===== src/include/sar_adc_defines.svh =====
// Constants of the converter control block
`ifndef SAR_ADC_DEFINES_SVH
`define SAR_ADC_DEFINES_SVH
`define RESULT_WIDTH 12
`define RESULT_MSB 11
`define NIBBLE_WIDTH 4
`define UPPER_NIBBLE_LSB 8
`define UPPER_PIN_WIDTH 8
`define FIFO_DEPTH_DEFAULT 16
`define CLK_PERIOD_NS 10
`define CONV_TIME_NS 6000
`define STEP_TIME_NS 400
`define STEP_CYCLES ((`STEP_TIME_NS + `CLK_PERIOD_NS - 1) / `CLK_PERIOD_NS)
`define SAMPLE_TIME_NS 1140
`define SAMPLE_CYCLES ((`SAMPLE_TIME_NS + `CLK_PERIOD_NS - 1) / `CLK_PERIOD_NS)
`define STEP_CNT_WIDTH 8
`endif


===== src/include/sar_adc_pkg.sv =====
// Types of the converter control block
package sar_adc_pkg;
    typedef logic [11:0] result_t;
    typedef enum logic [1:0] {ST_IDLE, ST_CONVERT, ST_LOAD} conv_state_e;
endpackage


===== src/result_fifo.sv =====
// Small synchronous FIFO with valid/ready on both sides
`timescale 1ns/1ps
`default_nettype none
module result_fifo #(
    parameter int WIDTH = 12,
    parameter int DEPTH = 16
) (
    input wire logic sys_clk_i,
    input wire logic rst_n_i,
    input wire logic clk_en_i,
    input wire logic in_valid_i,
    output logic in_ready_o,
    input wire logic [WIDTH-1:0] in_data_i,
    output logic out_valid_o,
    input wire logic out_ready_i,
    output logic [WIDTH-1:0] out_data_o
);
    localparam int AW = $clog2(DEPTH);
    logic [WIDTH-1:0] mem [DEPTH];
    logic [AW-1:0] wr_ptr_q;
    logic [AW-1:0] rd_ptr_q;
    logic [AW:0] count_q;
    logic push;
    logic pop;

    assign in_ready_o = (count_q != (AW+1)'(DEPTH));
    assign out_valid_o = (count_q != '0);
    assign out_data_o = mem[rd_ptr_q];
    assign push = in_valid_i && in_ready_o;
    assign pop = out_valid_o && out_ready_i;

    always_ff @(posedge sys_clk_i)
    begin
        if (clk_en_i && push)
        begin
            mem[wr_ptr_q] <= in_data_i;
        end
    end

    always_ff @(posedge sys_clk_i)
    begin
        if (!rst_n_i)
        begin
            wr_ptr_q <= '0;
            rd_ptr_q <= '0;
            count_q <= '0;
        end
        else if (clk_en_i)
        begin
            if (push)
            begin
                wr_ptr_q <= (wr_ptr_q == AW'(DEPTH - 1)) ? '0 : wr_ptr_q + 1'b1;
            end
            if (pop)
            begin
                rd_ptr_q <= (rd_ptr_q == AW'(DEPTH - 1)) ? '0 : rd_ptr_q + 1'b1;
            end
            if (push && !pop)
            begin
                count_q <= count_q + 1'b1;
            end
            else if (pop && !push)
            begin
                count_q <= count_q - 1'b1;
            end
        end
    end
endmodule
`default_nettype wire


===== src/sar_adc_control.sv =====
// Control logic of a 12-bit successive-approximation converter with parallel read
`timescale 1ns/1ps
`default_nettype none
`include "sar_adc_defines.svh"
module sar_adc_control #(
    parameter int STEP_CYCLES = `STEP_CYCLES,
    parameter int FIFO_DEPTH = `FIFO_DEPTH_DEFAULT
) (
    input wire logic sys_clk_i,
    input wire logic rst_n_i,
    input wire logic clk_en_i,
    input wire logic chip_select_n_i,
    input wire logic read_n_i,
    input wire logic high_byte_select_i,
    input wire logic comparator_i,
    output logic [`RESULT_WIDTH-1:0] dac_code_o,
    output logic busy_n_o,
    output logic sample_o,
    output logic [7:0] upper_result_pins_o,
    output logic [3:0] shared_low_result_pins_o,
    output logic [`RESULT_WIDTH-1:0] result_pins_oe_o,
    output sar_adc_pkg::result_t stream_data_o,
    output logic stream_valid_o,
    input wire logic stream_ready_i,
    output logic overrun_o
);
    import sar_adc_pkg::*;

    // ----------------------------------------
    // Pin decode
    // ----------------------------------------
    function automatic logic [`RESULT_WIDTH-1:0] pin_map(input result_t r, input logic hb);
        logic [`RESULT_WIDTH-1:0] v;
        v = r;
        if (hb)
        begin
            v = {r[`RESULT_MSB -: `NIBBLE_WIDTH], {`NIBBLE_WIDTH{1'b0}},
                 r[`RESULT_MSB -: `NIBBLE_WIDTH]};
        end
        return v;
    endfunction

    conv_state_e state_q;
    logic read_n_q;
    logic [`RESULT_WIDTH-1:0] sar_q;
    logic [3:0] bit_idx_q;
    logic [`STEP_CNT_WIDTH-1:0] step_cnt_q;
    result_t latch_q;
    logic fifo_in_ready;
    logic fifo_out_valid;
    result_t fifo_out_data;
    logic sel;
    logic read_fall;
    logic start;
    logic step_tick;
    logic [`RESULT_WIDTH-1:0] pin_val;

    assign sel = !chip_select_n_i;
    assign read_fall = read_n_q && !read_n_i;
    assign start = sel && read_fall && !high_byte_select_i
                   && (state_q == ST_IDLE);
    assign step_tick = (step_cnt_q == `STEP_CNT_WIDTH'(STEP_CYCLES - 1));
    assign pin_val = pin_map(latch_q, high_byte_select_i);

    // ----------------------------------------
    // Strobe edge detect
    // ----------------------------------------
    always_ff @(posedge sys_clk_i)
    begin
        if (!rst_n_i)
            read_n_q <= 1'b1;
        else if (clk_en_i)
            read_n_q <= read_n_i;
    end

    // ----------------------------------------
    // Sequencer and step clock
    // ----------------------------------------
    always_ff @(posedge sys_clk_i)
    begin
        if (!rst_n_i)
        begin
            state_q <= ST_IDLE;
            step_cnt_q <= '0;
            bit_idx_q <= '0;
        end
        else if (clk_en_i)
        begin
            case (state_q)
                ST_IDLE:
                begin
                    if (start)
                    begin
                        state_q <= ST_CONVERT;
                        step_cnt_q <= '0;
                        bit_idx_q <= 4'(`RESULT_MSB);
                    end
                end
                ST_CONVERT:
                begin
                    if (step_tick)
                    begin
                        step_cnt_q <= '0;
                        if (bit_idx_q == 4'h0)
                            state_q <= ST_LOAD;
                        else
                            bit_idx_q <= bit_idx_q - 4'h1;
                    end
                    else
                    begin
                        step_cnt_q <= step_cnt_q + 1'b1;
                    end
                end
                ST_LOAD:
                    state_q <= ST_IDLE;
                default:
                    state_q <= ST_IDLE;
            endcase
        end
    end

    // ----------------------------------------
    // Approximation register
    // ----------------------------------------
    always_ff @(posedge sys_clk_i)
    begin
        if (!rst_n_i)
            sar_q <= '0;
        else if (clk_en_i)
        begin
            if (start)
                sar_q <= {1'b1, {(`RESULT_WIDTH-1){1'b0}}};
            else if (state_q == ST_CONVERT && step_tick)
            begin
                sar_q[bit_idx_q] <= comparator_i;
                if (bit_idx_q != 4'h0)
                    sar_q[bit_idx_q - 4'h1] <= 1'b1;
            end
        end
    end

    // ----------------------------------------
    // Output latch, busy and sample
    // ----------------------------------------
    always_ff @(posedge sys_clk_i)
    begin
        if (!rst_n_i)
        begin
            latch_q <= '0;
            busy_n_o <= 1'b1;
            sample_o <= 1'b1;
            dac_code_o <= '0;
        end
        else if (clk_en_i)
        begin
            dac_code_o <= start ? {1'b1, {(`RESULT_WIDTH-1){1'b0}}} : sar_q;
            if (state_q == ST_LOAD)
                latch_q <= sar_q;
            if (start)
            begin
                busy_n_o <= 1'b0;
                sample_o <= 1'b0;
            end
            else if (state_q == ST_LOAD)
            begin
                busy_n_o <= 1'b1;
                sample_o <= 1'b1;
            end
        end
    end

    // ----------------------------------------
    // Data pins
    // ----------------------------------------
    always_ff @(posedge sys_clk_i)
    begin
        if (!rst_n_i)
        begin
            upper_result_pins_o <= '0;
            shared_low_result_pins_o <= '0;
            result_pins_oe_o <= '0;
        end
        else if (clk_en_i)
        begin
            upper_result_pins_o <= pin_val[`RESULT_MSB -: `UPPER_PIN_WIDTH];
            shared_low_result_pins_o <= pin_val[`NIBBLE_WIDTH-1:0];
            result_pins_oe_o <= {`RESULT_WIDTH{sel && !read_n_i}};
        end
    end

    // ----------------------------------------
    // Result stream
    // ----------------------------------------
    result_fifo #(
        .WIDTH(`RESULT_WIDTH),
        .DEPTH(FIFO_DEPTH)
    ) u_fifo (
        .sys_clk_i(sys_clk_i),
        .rst_n_i(rst_n_i),
        .clk_en_i(clk_en_i),
        .in_valid_i(state_q == ST_LOAD),
        .in_ready_o(fifo_in_ready),
        .in_data_i(sar_q),
        .out_valid_o(fifo_out_valid),
        .out_ready_i(stream_ready_i && !stream_valid_o),
        .out_data_o(fifo_out_data)
    );

    always_ff @(posedge sys_clk_i)
    begin
        if (!rst_n_i)
        begin
            stream_valid_o <= 1'b0;
            stream_data_o <= '0;
            overrun_o <= 1'b0;
        end
        else if (clk_en_i)
        begin
            if (stream_valid_o)
                stream_valid_o <= 1'b0;
            else if (fifo_out_valid && stream_ready_i)
            begin
                stream_valid_o <= 1'b1;
                stream_data_o <= fifo_out_data;
            end
            overrun_o <= (state_q == ST_LOAD) && !fifo_in_ready;
        end
    end
endmodule
`default_nettype wire


===== config.mk =====
export PLATFORM = sky130hd
export DESIGN_NAME = sar_adc_control
export DESIGN_NICKNAME = d
export VERILOG_FILES = /design/src/include/sar_adc_pkg.sv /design/src/result_fifo.sv /design/src/sar_adc_control.sv
export VERILOG_INCLUDE_DIRS = /design/src /design/src/include
export SDC_FILE = /design/constraint.sdc
export NUM_CORES = 1
export LEC_CHECK = 0
export BUFFER_PORTS_ARGS = -buffer_cell sky130_fd_sc_hd__buf_2
export CAP_MARGIN = 20
export CORE_UTILIZATION = 45
export CTS_BUF_LIST = sky130_fd_sc_hd__clkbuf_8 sky130_fd_sc_hd__clkbuf_16
export DETAILED_ROUTE_END_ITERATION = 8
export GPL_TIMING_DRIVEN = 0
export PLACE_DENSITY_LB_ADDON = 0.25
export SLEW_MARGIN = 20
export SYNTH_ARGS = -nofsm -noshare
export SYNTH_HDL_FRONTEND = slang
export SYNTH_HIERARCHICAL = 1
export SYNTH_SLANG_ARGS = --single-unit

===== constraint.sdc =====
create_clock -name sys_clk_i -period 6.6 [get_ports sys_clk_i]
set_clock_uncertainty 0.2 [all_clocks]
set_input_delay 0.66 -clock sys_clk_i [delete_from_list [all_inputs] [get_ports sys_clk_i]]
set_output_delay 0.66 -clock sys_clk_i [all_outputs]
set_load 0.01 [all_outputs]

==> flow_summary.json <==
{
  "area.growth.synth_to_final_pct": 14.5,
  "path_depth": 5,
  "grt-ovfl-total": 0,
  "final.period_utilization_pct": 47.1,
  "num_rows": 58,
  "drive_gt1_share_pct": 21.3,
  "critPathLaunchType": "flop",
  "slew_violations": 0,
  "wl_per_cell_um": 20.7,
  "die_y_um": 164,
  "drc": 0,
  "arrival_ns": 3.16,
  "dieArea_um2": 26900,
  "pin_count": 60,
  "synthXorXnorAreaFrac_pct": 0.296,
  "synth_fa_ha_area_share_pct": 1.86,
  "synth_edf_count": 192,
  "synth.avg_cell_area_um2": 14.0,
  "timing.setup.tns_ns": 0,
  "grt_pass1_wl_um": 40400,
  "diodes": 0,
  "max_freq_ghz": 0.322,
  "power_w": 0.00357,
  "synth-compound-area-share_pct": 8.92,
  "hold_depth": 3,
  "synth_top_family_by_area": "multiplexers",
  "fp.dieW_um": 164,
  "synth_area_um2": 11800,
  "cp_top_family": "simple AND/OR/NAND/NOR gates",
  "start_util_pct": 46.4,
  "crit_chain": "nor2b_1 -> a21boi_0 -> nand3_1 -> nor3_2 -> buf_4",
  "ys.warnings.count": 6,
  "fin_nets": 962,
  "cts.sinks": 288,
  "cts_tree": "yes",
  "cts_max_path_buffers": 3,
  "async_flop_share_pct": 0,
  "cts.htree.levels": 1,
  "critPathMaxFanout": 8,
  "cts_hold_buf": 0,
  "synthMuxAreaShare_pct": 11.0,
  "routed_via_density": 5.59,
  "p_leak_nw": 4.95,
  "antenna_found_initial": 0,
  "ys_seq_elements": 288,
  "grt_max_degree": 22,
  "setup_viol": 0,
  "rsz0062_at_grt": "no",
  "critPathKind": "reg -> reg",
  "ff2ff_setup_slack_ns": 3.49,
  "cap_violations": 0,
  "peakVddDrop_v": 0.000167,
  "holdCritPathClass": "in -> reg",
  "hold_violations": 0,
  "synthCells": 844,
  "core_um2": 25500,
  "critPathBufInv": 1,
  "synth_cell_types": 71,
  "cp-end-kind": "flop",
  "holdWs_ns": 0.178,
  "dr.pass1.iters": 4,
  "synth_flop_cell": "edfxtp_1",
  "grt_pass1_vias": 6914,
  "slowest_delay_ns": 0.54,
  "synth-simple-area-share_pct": 9.93,
  "final_antenna_net_count": 0,
  "critical-path-slowest-cell": "nor3_2",
  "cts.clk_slew.worst_paths_ns": 0.07,
  "vias": 7216,
  "slew_headroom_pct": 29.9,
  "track_usage_pct": 20.3,
  "root_buffer": "clkbuf_16",
  "powerDensity_nw_per_um2": 263,
  "min_period_ns": 3.11,
  "multiInputGateArea_um2": 3830,
  "r2r_cells": 5,
  "wirelength_um": 26600,
  "post-dp-hpwl_um": 17200,
  "fillers": 2117,
  "cts_resized": 0,
  "seqCellArea_um2": 7690,
  "clock_latency_ns": 0.55,
  "synth_fp_nets": 869,
  "seq_area_frac_synth_pct": 65.0,
  "crit_required_ns": 6.65,
  "outcome": "completed",
  "gp_congestion": 0.825,
  "drtIter0Drc": 507,
  "numPortBuffers": 58,
  "cts_setup_buffers": 0,
  "tightest_slew_ns": 1.05,
  "cts_made_buffers": 29
}
## final cells by class
type                            count  area share [%]
Clock buffer                       33            5.77
Buffer                             54            2.02
Tap cell                          330            3.05
Multi-Input combinational cell    481            28.3
Timing Repair Buffer               62            2.39
Inverter                           21           0.582
Sequential cell                   288            56.8
Clock inverter                     21            1.11
## worst reg2reg max path, delay by kind of cell, from the launching register on
family | cells | cell delay, ns
simple gates | 3 | 1.38
flops | 1 | 0.47
buf+inv | 1 | 0.29
compound gates | 1 | 0.47
## cell usage in the layout, fill, tap and decap left out, types with 4 or more instances in the layout
cell       count
nand3b_1      10
inv_1         32
a21oi_1       56
nand2_1       99
a211oi_1       6
o22ai_1        5
nor2_2        12
a31oi_1        4
nor3_2         6
a22oi_1       26
clkbuf_8       4
clkbuf_16     29
buf_1          8
o221ai_1       5
buf_4         17
clkbuf_1      22
buf_2         67
mux2i_1       22
o21ai_0       20
nand2b_1      13
a22o_1         4
ha_1          16
nand3_1       13
nor2b_1       12
and2_1         8
nor2_1        34
edfxtp_1     192
dfxtp_1       96
mux4_2        48
## registers in the layout (all words and copies together) (netlist names), named ones only
register,cells
result_pins_oe_o,1
u_fifo/count_q,5
latch_q,12
stream_data_o,12
state_q,2
step_cnt_q,8
u_fifo/wr_ptr_q,4
bit_idx_q,4
dac_code_o,12
sample_o,1
u_fifo/rd_ptr_q,4
sar_q,12
upper_result_pins_o,8
read_n_q,1
stream_valid_o,1
overrun_o,1
u_fifo/mem,192
shared_low_result_pins_o,4
## report_power, final
group          switching [W]  internal [W]  total [W]  leakage (nW)
logic              0.0000469     0.0000269  0.0000739          1.66
clock network       0.000665      0.000919    0.00158         0.495
registers         0.00000503       0.00190    0.00191          2.80
total               0.000717       0.00285    0.00357          4.95
## synth_stat cells (all sizes together), types with 4 or more instances
cell type,n,share of area [%]
mux4,48,9.1
buf,32,1.6
a22o,4,0.30
nor2,46,1.5
a22oi,26,1.7
a211oi,6,0.38
nand2,99,3.1
nand3b,11,0.73
mux2i,22,1.9
o21ai,20,0.85
and2,8,0.42
nor3,8,0.42
ha,16,1.7
a31oi,4,0.21
dfxtp,96,16
inv,20,0.63
edfxtp,192,49
nor2b,12,0.63
nor4,4,0.47
clkbuf,22,0.70
a21oi,57,2.4
nand2b,13,0.69
nand3,13,0.55
a311oi,4,0.35
o22ai,5,0.26
o221ai,5,0.37
## stage by stage
stage,instance area (um^2),setup WS (ns),utilization [%],cells
2_1_floorplan,11800,3.79,-,844
3_3_place_gp,12500,2.64,49.2,1232
3_5_place_dp,12600,3.28,49.5,1236
5_1_grt,13500,3.18,53.2,1290
6_report,13500,3.49,53.2,1290
4_1_cts,13500,3.26,53.1,1290
## worst paths after layout
kind	start	end
worst min-delay path	read_n_i	read_n_q
worst min register to register	stream_data_o[8]	stream_data_o[8]
worst max-delay path	state_q[1]	u_fifo/mem[0][3]
worst max register to register	state_q[1]	u_fifo/mem[0][3]
## kinds of logic after synthesis
logic type	after synthesis
flops	288
simple gates	233
compound gates	157
buf+inv	75
mux	70
fa+ha+maj	17
xor+xnor	4
## routing by layer
layer  part of all wire (%)  track usage [%]  wire length, um
met5                      0                0                0
met1                     45             28.5            12000
met3                    5.6             3.03             1480
met4                    2.1             5.68              569
met2                     47             32.7            12600
No activity file was read; power rests on OpenSTA's default activity.
